[src/include/pao_pkg.sv]
package pao_pkg;
    // Result word geometry
    localparam int RES_W          = 12;
    localparam int RES_MSB        = RES_W - 1;
    // Encode cycles from sample to output word
    localparam int LAT_CYC        = 5;
    // Pipeline stages in the converter core
    localparam int NUM_STG        = 4;
    // Bits resolved per stage (last stage resolves the remainder)
    localparam int STG_BITS       = 3;
    // Reset values
    localparam logic [RES_W-1:0] RES_RST = 12'h000;
    localparam logic             BIT_RST = 1'b0;
    // Full-scale codes in offset binary
    localparam logic [RES_W-1:0] CODE_MAX = 12'hfff;
    localparam logic [RES_W-1:0] CODE_MIN = 12'h000;
endpackage : pao_pkg

[src/include/pao_word_if.sv]
`timescale 1ns/100ps
// Word path between capture pipeline and output buffer
interface pao_word_if #(parameter int W = 13);
    logic         valid;
    logic         ready;
    logic [W-1:0] data;
    modport src (output valid, output data, input ready);
    modport dst (input valid, input data, output ready);
endinterface : pao_word_if

[src/verilog/pao_top.sv]
`timescale 1ns/100ps
// Overview of operation
// Format select low inverts top bit (two's complement), high keeps it.
// Data pins driven only while active-low output enable is low.
// Receiver latches each word on rising edge of data valid strobe.
// Overflow flag high when sample exceeded range either way.
// New sample starts on rising edge of the encode pair.
// Output bit zero is LSB, bit eleven is MSB.
// Four stages; result appears five encode cycles after sampling.
// Encode high phase when true input exceeds complement, else low.
// Track while low, freeze at rising edge, first stage acquires.
// Adjacent stages alternate, residue advances one stage per half-cycle.
// Stage partial results delayed to align, then merged in correction.
// Overflow flag pipelined with same latency as the data word.
module pao_top
    import pao_pkg::*;
#(
    parameter int W   = RES_W,   // Result width
    parameter int LAT = LAT_CYC  // Encode cycles of latency
) (
    input  wire logic         clk,             // 40 MHz system clock
    input  wire logic         rst,             // Sync reset, high
    input  wire logic         enc_p,           // Encode pair, true side
    input  wire logic         enc_n,           // Encode pair, complement
    input  wire logic [W-1:0] analog_code,     // Ideal sampled input code
    input  wire logic         analog_over,     // Input above full scale
    input  wire logic         analog_under,    // Input below full scale
    input  wire logic         top_bit_invert_select, // Format select
    input  wire logic         out_en_n,        // Output enable, low
    output logic [W-1:0]      result_word_o,   // Result data pins
    output logic [W-1:0]      result_word_oe,  // Pin drive enables
    output logic              range_overflow_flag, // Over/under flag
    output logic              data_valid_strobe    // Data valid out
);
    // Latency walk of one sample, in detected encode edges:
    //   rise 0        tracked code frozen into slot 0 of the stage pipe
    //   rise 4        word leaves the last slot into the skid buffer
    //   fall after 4  buffer drains into the hold register
    //   rise 5        hold register loads the pins, flag with it
    //   fall after 5  strobe rises a clock later; data stood meanwhile
    // The buffer never fills: one push per rise, one pop per fall.
    // Edge detection costs about three clocks, so encode half periods
    // below two clocks are not followed; the price of the pin filter.
    // Half-cycles spent in the stage pipe; the skid buffer and the
    // hold register add the last encode cycle of latency
    localparam int HALF = 2 * LAT - 2;

    typedef enum logic [1:0] {
        PH_LOW  = 2'b00,
        PH_RISE = 2'b01,
        PH_HIGH = 2'b11,
        PH_FALL = 2'b10
    } pao_phase_e;

    // All module state but the skid buffer's lives in one register; the pin filters sit
    // here too so reset clears them with the rest
    typedef struct packed {
        logic [2:0]               enc_sync;
        pao_phase_e               phase;
        logic [W-1:0]             track;
        logic                     track_of;
        logic [HALF-1:0][W:0]     pipe;
        logic [HALF-1:0]          pipe_vld;
        logic [W-1:0]             dout;
        logic [W-1:0]             doe;
        logic                     of;
        logic                     strobe;
        logic                     hold_vld;
        logic [W:0]               hold;
        // Pin synchronisers and their filtered levels
        logic [2:0]               oen_sync;
        logic                     oen_lvl;
        logic [2:0]               fmt_sync;
        logic                     fmt_lvl;
        logic [2:0]               ovr_sync;
        logic                     ovr_lvl;
        logic [2:0]               und_sync;
        logic                     und_lvl;
        logic [2:0][W-1:0]        code_sync;
        logic [W-1:0]             code_lvl;
    } pao_st_s;

    pao_st_s   st_r;
    pao_st_s   st_nxt;
    logic      enc_lvl;
    logic      drain_vld;
    logic [W:0] drain_dat;
    logic      drain_rdy;

    pao_word_if #(.W(W + 1)) word_if ();

    // Correction merge: format the top bit; out of range samples are clamped while tracking
    function automatic logic [W-1:0] pao_fmt(input logic [W-1:0] c,
                                             input logic inv_n);
        logic [W-1:0] r;
        r = c;
        r[W-1] = c[W-1] ^ ~inv_n;
        return r;
    endfunction : pao_fmt

    // Pin filter: a new level counts once the 2nd and 3rd stages agree
    function automatic logic pao_agree(input logic [2:0] s,
                                       input logic       cur);
        // Hold the old level while the stages disagree
        return (s[2] == s[1]) ? s[2] : cur;
    endfunction : pao_agree

    // Same filter for a whole bus; a code still settling is skipped
    // so bits from two different codes never reach the sampler
    function automatic logic [W-1:0] pao_agree_w(
        input logic [2:0][W-1:0] s,
        input logic [W-1:0]      cur);
        // Hold the old word while the stages disagree
        return (s[2] == s[1]) ? s[2] : cur;
    endfunction : pao_agree_w

    // Differential pair reduced to one level before sampling
    assign enc_lvl = enc_p & ~enc_n;

    // Full half-cycle pipeline; buffer always drains on a strobe
    assign word_if.valid = st_r.pipe_vld[HALF-1] && st_r.phase == PH_RISE;
    assign word_if.data  = st_r.pipe[HALF-1];
    assign drain_rdy     = (st_r.phase == PH_FALL) && !st_r.hold_vld;

    pao_buf2 #(.W(W + 1)) u_buf (
        .clk       (clk),
        .rst       (rst),
        .in_p      (word_if),
        .out_valid (drain_vld),
        .out_data  (drain_dat),
        .out_ready (drain_rdy)
    );

    // Phase tracking, sampling, pipeline shift and output drive
    always_comb begin
        st_nxt = st_r;
        st_nxt.enc_sync = {st_r.enc_sync[1:0], enc_lvl};
        // Control pins, filtered before use
        st_nxt.oen_sync  = {st_r.oen_sync[1:0], out_en_n};
        st_nxt.oen_lvl   = pao_agree(st_r.oen_sync, st_r.oen_lvl);
        st_nxt.fmt_sync  = {st_r.fmt_sync[1:0], top_bit_invert_select};
        st_nxt.fmt_lvl   = pao_agree(st_r.fmt_sync, st_r.fmt_lvl);
        // Range pins travel with the code they qualify
        st_nxt.ovr_sync  = {st_r.ovr_sync[1:0], analog_over};
        st_nxt.ovr_lvl   = pao_agree(st_r.ovr_sync, st_r.ovr_lvl);
        st_nxt.und_sync  = {st_r.und_sync[1:0], analog_under};
        st_nxt.und_lvl   = pao_agree(st_r.und_sync, st_r.und_lvl);
        // Code bus filtered as one word so a torn code is never taken
        st_nxt.code_sync = {st_r.code_sync[1:0], analog_code};
        st_nxt.code_lvl  = pao_agree_w(st_r.code_sync, st_r.code_lvl);

        case (st_r.phase)
            PH_LOW: begin
                if (st_r.enc_sync[2] && st_r.enc_sync[1]) begin
                    st_nxt.phase = PH_RISE;
                end
            end
            PH_RISE: begin
                st_nxt.phase = PH_HIGH;
            end
            PH_HIGH: begin
                if (!st_r.enc_sync[2] && !st_r.enc_sync[1]) begin
                    st_nxt.phase = PH_FALL;
                end
            end
            PH_FALL: begin
                st_nxt.phase = PH_LOW;
            end
            default: begin
                st_nxt.phase = PH_LOW;
            end
        endcase
        // Input tracked while encode low; the last value seen before
        // the detected rise becomes the sample
        if (st_r.phase == PH_LOW) begin
            st_nxt.track    = st_r.ovr_lvl ? CODE_MAX :
                              st_r.und_lvl ? CODE_MIN : st_r.code_lvl;
            st_nxt.track_of = st_r.ovr_lvl | st_r.und_lvl;
        end
        // Each edge moves every residue one stage on
        if (st_r.phase == PH_RISE || st_r.phase == PH_FALL) begin
            st_nxt.pipe[0]     = {st_r.track_of, st_r.track};
            st_nxt.pipe_vld[0] = (st_r.phase == PH_RISE);
            for (int i = 1; i < HALF; i++) begin
                st_nxt.pipe[i]     = st_r.pipe[i-1];
                st_nxt.pipe_vld[i] = st_r.pipe_vld[i-1];
            end
        end
        // Word reaches the pins at the rising edge LAT cycles on
        if (drain_vld && drain_rdy) begin
            st_nxt.hold_vld = 1'b1;
            st_nxt.hold     = drain_dat;
        end
        if (st_r.phase == PH_RISE && st_r.hold_vld) begin
            st_nxt.hold_vld = 1'b0;
            st_nxt.dout     = pao_fmt(st_r.hold[W-1:0],
                                      st_r.fmt_lvl);
            st_nxt.of       = st_r.hold[W];
        end
        // Strobe rises half a cycle after the data changes
        st_nxt.strobe = (st_r.phase == PH_HIGH) ? 1'b0 :
                        (st_r.phase == PH_FALL) ? 1'b1 : st_r.strobe;
        st_nxt.doe = {W{~st_r.oen_lvl}};
    end

    // One register stage for all state outside the skid buffer; reset clears the pins' word, so
    // the words strobed out before the first sample arrives are zero
    always_ff @(posedge clk) begin
        if (rst) begin
            st_r       <= '0;
            st_r.phase <= PH_LOW;
        end else begin
            st_r <= st_nxt;
        end
    end

    // Pins come straight from the state register
    assign result_word_o       = st_r.dout;
    assign result_word_oe      = st_r.doe;
    assign range_overflow_flag = st_r.of;
    assign data_valid_strobe   = st_r.strobe;
endmodule : pao_top

[src/verilog/pao_buf2.sv]
`timescale 1ns/100ps
// Two-entry skid buffer; a stalled drain side loses no word
module pao_buf2
    import pao_pkg::*;
#(
    parameter int W = 13
) (
    input  wire logic clk,          // System clock
    input  wire logic rst,          // Sync reset, high
    pao_word_if.dst   in_p,         // Filling side
    output logic      out_valid,    // Word available
    output logic [W-1:0] out_data,  // Head word
    input  wire logic out_ready     // Drain accepts
);
    typedef struct packed {
        logic [1:0][W-1:0] mem;
        logic              rd;
        logic              wr;
        logic [1:0]        cnt;
    } pao_buf_s;

    pao_buf_s st_r;
    pao_buf_s st_nxt;
    logic     push;
    logic     pop;

    // Full means both entries hold words
    assign in_p.ready = (st_r.cnt != 2'h2);
    assign out_valid  = (st_r.cnt != 2'h0);
    assign out_data   = st_r.mem[st_r.rd];
    assign push       = in_p.valid && in_p.ready;
    assign pop        = out_valid && out_ready;

    // Pointer and count update
    always_comb begin
        st_nxt = st_r;
        if (push) begin
            st_nxt.mem[st_r.wr] = in_p.data;
            st_nxt.wr           = ~st_r.wr;
        end
        if (pop) begin
            st_nxt.rd = ~st_r.rd;
        end
        if (push && !pop) begin
            st_nxt.cnt = st_r.cnt + 2'h1;
        end else if (pop && !push) begin
            st_nxt.cnt = st_r.cnt - 2'h1;
        end
    end

    always_ff @(posedge clk) begin
        if (rst) begin
            st_r <= '0;
        end else begin
            st_r <= st_nxt;
        end
    end
endmodule : pao_buf2

[config.mk]
export PLATFORM = sky130hd
export DESIGN_NAME = pao_top
export DESIGN_NICKNAME = d
export VERILOG_FILES = /design/src/include/pao_pkg.sv /design/src/include/pao_word_if.sv /design/src/verilog/pao_top.sv /design/src/verilog/pao_buf2.sv
export SDC_FILE = /design/constraint.sdc
export NUM_CORES = 1
export LEC_CHECK = 0
export ABC_AREA = 0
export BUFFER_PORTS_ARGS = -buffer_cell sky130_fd_sc_hd__buf_4
export CAP_MARGIN = 15
export CORE_ASPECT_RATIO = 0.7
export CORE_UTILIZATION = 60
export DETAILED_ROUTE_END_ITERATION = 8
export PLACE_DENSITY = 0.76
export SLEW_MARGIN = 20
export SYNTH_ARGS = -nofsm -noshare
export SYNTH_HDL_FRONTEND = slang
export SYNTH_SLANG_ARGS = --single-unit
[constraint.sdc]
create_clock -name clk -period 2.45 [get_ports clk]
set_clock_uncertainty 0.15 [all_clocks]
set_input_delay 0.49 -clock clk [delete_from_list [all_inputs] [get_ports clk]]
set_output_delay 0.49 -clock clk [all_outputs]
set_load 0.005 [all_outputs]
Word-level counts from Yosys, hierarchy flattened

Cells that the tools add are included.

Bits in registers: 253
Latch bits: 0
Memory bits (writable): 0
Bits in read-only memories: 0
Input bits: 20
Output and inout port bits: 26
Word-level logic and storage cells: 94
Memories: 0

Add/sub/neg operators: 2
Multipliers: 0
Divide/modulo/power cells: 0
Order comparisons: 3
Equal/unequal tests: 11
Shift operators: 0
Mux-type cells: 12
Bitwise operators: 8
Reductions and logical operators: 22

Operators by type and width:

| operator                                                                     | number |
|---|---|
| 13-bit two-way mux                                                           | 3 |
| 26-bit bitwise mux                                                           | 1 |
| 12-bit two-way mux                                                           | 2 |
| 13-bit demux with 1-bit select                                               | 1 |
| 12-bit == test                                                               | 1 |
| 1-bit logical AND                                                            | 10 |
| 2-bit two-way mux                                                            | 4 |
| 2-bit one-hot mux with 4 select lines                                        | 1 |
| 2-bit inequality test, second input constant                                 | 3 |
| 1-bit zero test                                                              | 5 |
| 1-bit NOT                                                                    | 5 |
| 1-bit == test                                                                | 4 |
| 2-bit == test, second input constant                                         | 2 |
| 1-bit by 2-bit less-than comparator with 1-bit output, second input constant | 2 |
| 2-bit nonzero test                                                           | 2 |
| 2-bit OR reduction                                                           | 2 |
| 2-bit by 1-bit adder with 2-bit output, second input constant                | 1 |
| 2-bit by 1-bit == test with 1-bit output, second input constant              | 1 |
| 2-bit zero test                                                              | 1 |
| 2-bit AND reduction                                                          | 1 |
| 2-bit by 1-bit subtractor with 2-bit output, second input constant           | 1 |
| 1-bit AND                                                                    | 1 |
| 1-bit >= comparator, second input constant                                   | 1 |
| 1-bit logical OR                                                             | 1 |
| other kinds (2)                                                              | 2 |

Logic depth before layout (Yosys ltp)

Depth in word-level cells: 7
Depth in mapped cells: 10
Mapped depth without buffers: 9

Modules after synthesis

From an unflattened synthesis, not the netlist that was laid out.

Cell total of the unflattened synthesis: 931
Area, all modules: 9377.7 µm²

Modules (own cells, without submodules):

| module   | instances | cells each | area an instance (µm²) | sequential area each (µm²) |
|---|---|---|---|---|
| pao_top  | 1         | 780        | 7940.1                 | 4464.3 |
| pao_buf2 | 1         | 151        | 1437.6                 | 600.6 |

Worst setup path after synthesis

OpenSTA, ideal clock, no wires.

Path type: register to register
From: reg st_r[229] in the netlist's numbering
To: reg u_buf.st_r[1] in the netlist's numbering
Library setup time: 0.072 ns
Data arrival time: 1.976 ns
Required time: 2.228 ns
Path slack: 0.252 ns
Cell stages (with the launch flop): 10
Path buffers: 1
Period minus slack after synthesis: 2.198 ns
Path through: dfxtp_1 -> inv_1 -> ha_1 -> inv_1 -> a211oi_4 -> buf_6 -> inv_1 -> ha_1 -> or3_1 -> a21oi_1

Cells in the longest elaborated chain, start to end: 6
Elaborated cells on any way between the ends: 12
Classes of those cells: eq/ne: 2; mux: 1; reduce/logical: 9

RTL lines:

| what                                                                      | line                           | source |
|---|---|---|
| start: declaration                                                        | pao_top.sv:83                  | `pao_st_s st_r;` |
| start signal: assignment                                                  | pao_top.sv:213                 | `st_r <= st_nxt;` |
| 2-bit == test or 2-bit by 1-bit == test with 1-bit output (tied branches) | pao_top.sv:123, pao_top.sv:121 |  |
| 1-bit logical AND (on tied branches)                                      | pao_top.sv:123, pao_top.sv:121 |  |
| 1-bit logical AND (on tied branches)                                      | pao_buf2.sv:32, pao_buf2.sv:31 |  |
| 1-bit zero test (on tied branches)                                        | pao_buf2.sv:44, pao_buf2.sv:46 |  |
| 1-bit logical AND (on tied branches)                                      | pao_buf2.sv:44, pao_buf2.sv:46 |  |
| 2-bit two-way mux or 2-bit nonzero test (tied branches)                   | -                              |  |
| end signal: assignment                                                    | pao_buf2.sv:55                 | `st_r <= st_nxt;` |
| end: declaration                                                          | pao_buf2.sv:22                 | `pao_buf_s st_r;` |

Parallel ways exist; a longest one is shown, timed or not.
A chain may end at the register's enable or synchronous reset.

Worst setup path after layout

From: reg st_r[230] in the netlist's numbering
To: reg u_buf.st_r[1] in the netlist's numbering

Cells in the longest elaborated chain, start to end: 6
Elaborated cells on any way between the ends: 12
Classes of those cells: eq/ne: 2; mux: 1; reduce/logical: 9

RTL lines:

| what                                       | line           | source |
|---|---|---|
| 2-bit by 1-bit == test with 1-bit output * | pao_top.sv:121 | `assign word_if.valid = st_r.pipe_vld[HALF-1] && st_r.phase == PH_RISE;` |
| 1-bit logical AND *                        | pao_top.sv:121 |  |
| 1-bit logical AND *                        | pao_buf2.sv:31 | `assign push = in_p.valid && in_p.ready;` |
| named net u_buf.push                       | pao_buf2.sv:24 | `logic push;` |
| 1-bit zero test                            | pao_buf2.sv:46 | `end else if (pop && !push) begin` |
| 1-bit logical AND                          | pao_buf2.sv:46 |  |
| 2-bit nonzero test (no source line)        | -              |  |

The timed path passes the listed nets; every way through them passes the cells marked *.

==> results.txt <==
The run finished with clean final reports. The buffer type at the clock tree root is sky130_fd_sc_hd__clkbuf_16. The number of vias per cell came out at 5.156. The post-detailed-placement half-perimeter wirelength came out at 9.345 mm. Once detail routing completed, the nets flagged for antenna violations numbered 0. The synthesis-to-layout area growth came out at 10.97%. The worst hold path class is input pin to flip-flop. The worst register-to-register path begins at st_r[230].

The hold violation count in the final report is 0. The count of buffers added by post-CTS timing repair for setup came out at 0. The number of synthesized register bits came out at 253. Across every metal layer, demand over resource in global routing totals 19.05%.

The number of setup violations in the final report is 0. The floorplan step defined a die boundary enclosing 15750 µm². The height of the die is 105.3 µm. The number of hold buffers added after cts came out at 1.

The final standard cell area without fillers came out at 10150 µm². The leakage power is 0.003996 µW. The power per cell area is 990.1 nW/µm². The number of search-and-repair iterations in the first detailed-routing pass is 5. The routability-driven placement congestion ratio came out at 0.7678. Sequential elements use 55.37% of the synthesized area.

STA puts the critical path data arrival time at 2.49 ns. The effective utilization at floorplan came out at 61.75%. In this run the worst path has a maximum fanout of 8.

The clock slew seen by the registers of the worst setup and hold paths is 0.06 ns. The worst setup path is of the flip-flop to flip-flop kind. The via count of the first global-routing pass is 5422. The critical path required time is 2.73 ns. During synthesis, Yosys emitted a total of 0 warnings.

At the later pin of the worst-skew pair, clock insertion delay measures 0.51 ns. The CTS sink count is 253. The routed length per instance is 13.39 µm. In this run the deepest clock path goes through 3 buffers. The routed design has 14.67 mm of wire. The initialized floorplan defines 37 standard-cell rows.

In this run the most critical hold path is launched from analog_code[5]. The placement-stage cell area is 9444 µm². The highest clock rate came out at 453.2 MHz. The clock period minus worst slack came out at 2.206 ns.

In this run, the number of DRC markers left after iteration 0 of detailed routing was 246. The final number of max-transition violations is 0. The most common cell after layout, fill and taps aside is sky130_fd_sc_hd__dfxtp_1. The final-layout setup total negative slack is 0 ns.

The worst setup path is launched from a flip-flop. After synthesis, the mean cell area works out to 10.34 µm². The number of I/O port buffers is 45. The wire length of the first global-routing pass is 25.05 mm.

The tightest hold margin is 0.03996 ns. The total of cells resized after clock tree synthesis is 0. The total standard cell area after synthesis came out at 9148 µm². In the layout the commonest cells are sky130_fd_sc_hd__dfxtp_1, sky130_fd_sc_hd__nor2_1, sky130_fd_sc_hd__mux2i_1.

The pin slew with the least headroom to its limit came out at 0.7920 ns. The routed via count came out at 5646. The critical path capture point type is a flip-flop.

The register-to-register setup slack is 0.24 ns. The number of unique standard cell types used by synthesis came out at 31. The die outline width came out at 149.6 µm. The worst slew margin relative to its limit came out at 47.12%. The period utilization is 90.06%. The number of antenna violations at the first check in global routing came out at 0. The maximum VDD drop came out at 0.0006576 V.

When the netlist entered floorplanning its net count stood at 910. The number of buffers inserted during clock tree synthesis is 23. Setup repair after global routing left no endpoint under its margin. The final core utilization came out at 68.52%.

Synthesis produced 885 cells. The layout filler cell count came out at 1129. In this run the worst setup path begins at st_r[230].

The overall overflow remaining after global route came out at 0. The count of inserted antenna diode cells came out at 0. The reported max-cap violation count came out at 0. The number of nets in the layout is 910.

The number of remaining DRC errors came out at 0. The share of layout cells above drive strength 1 came out at 10.89%. The CTS tree is built. The I/O pin count came out at 46. Entering global routing, the biggest net connects 93 pins. The H-tree level count came out at 1. The floorplan step defined a core boundary enclosing 14810 µm².
## flip-flops by register name (all words and copies together) (netlist names)
name                 cells
range_overflow_flag      1
word_if.data            13
st_nxt                  34
st_r                   161
result_word_o           12
result_word_oe           1
data_valid_strobe        1
u_buf.st_r              30
## cells in the mapped netlist, drive strengths merged
cell type,count,area share [%]
dfxtp,253,55
nor2,172,7.1
mux2i,163,18
nor2b,62,4.2
buf,49,3.5
nand2,35,1.4
clkbuf,32,1.3
nand2b,26,1.8
a21oi,20,1.1
a211oi,15,1.6
xnor2,15,1.4
o22ai,12,0.82
inv,6,0.25
o21ai,6,0.33
ha,5,0.68
nand4,3,0.21
a221oi,2,0.19
nor3,2,0.16
xor2,2,0.19
a211o,1,0.096
and2,1,0.068
nor3b,1,0.082
o2111ai,1,0.16
or3,1,0.068
## stage by stage
step                      total power (µW)  std cells  setup WS [ns]
after global placement                6765       1054         0.4550
final                                10050       1095         0.2436
after global routing                 10490       1095         0.1125
after CTS                            10140       1095         0.2473
after detailed placement              6831       1054         0.2672
after floorplan                       6402        885         0.2516
## worst paths after layout
check	end	cells past startpoint
worst max-delay path	u_buf.st_r[1]	7
worst min register to register	st_nxt[59]	1
worst min-delay path	st_nxt[29]	2
worst max register to register	u_buf.st_r[1]	7
## metal layers
metal	part of all wire (%)	global-route usage [%]
met1	50	26.48
met2	45	30.06
met3	3.1	3.680
met4	2.5	5.394
met5	0	0
## report_power, final
group          switching, µW  internal, µW
Sequential               102          4300
Clock                   1450          1860
Combinational           1240          1100
## worst max-delay path, cell delays in order, from the launching register on
cell	delay, ns
sky130_fd_sc_hd__dfxtp_1	0.33
sky130_fd_sc_hd__inv_1	0.14
sky130_fd_sc_hd__ha_1	0.36
sky130_fd_sc_hd__nand2_1	0.12
sky130_fd_sc_hd__a21oi_1	0.23
sky130_fd_sc_hd__ha_1	0.31
sky130_fd_sc_hd__or3_1	0.36
sky130_fd_sc_hd__a21oi_1	0.14
## cells by family after synthesis
group,share of synthesized area [%]
muxes,17.84
DFF,55.37
adders and majority gates,0.6839
buffers and inverters,5.047
AOI/OAI and AO/OA,4.336
xor gates and xnor gates,1.628
and+or+nand+nor,15.10
## final cells by class
type | count | area [µm²] | share of cell area, %
multi-input combinational | 545 | 3633 | 35.79
clock buffer | 34 | 656.9 | 6.471
sequential | 253 | 5065 | 49.90
clock inverter | 6 | 40.04 | 0.3944
inverter | 6 | 22.52 | 0.2219
timing repair buffer | 56 | 489.2 | 4.819
tap | 195 | 244.0 | 2.404
Note: power is estimated with default switching activity, not from simulation.
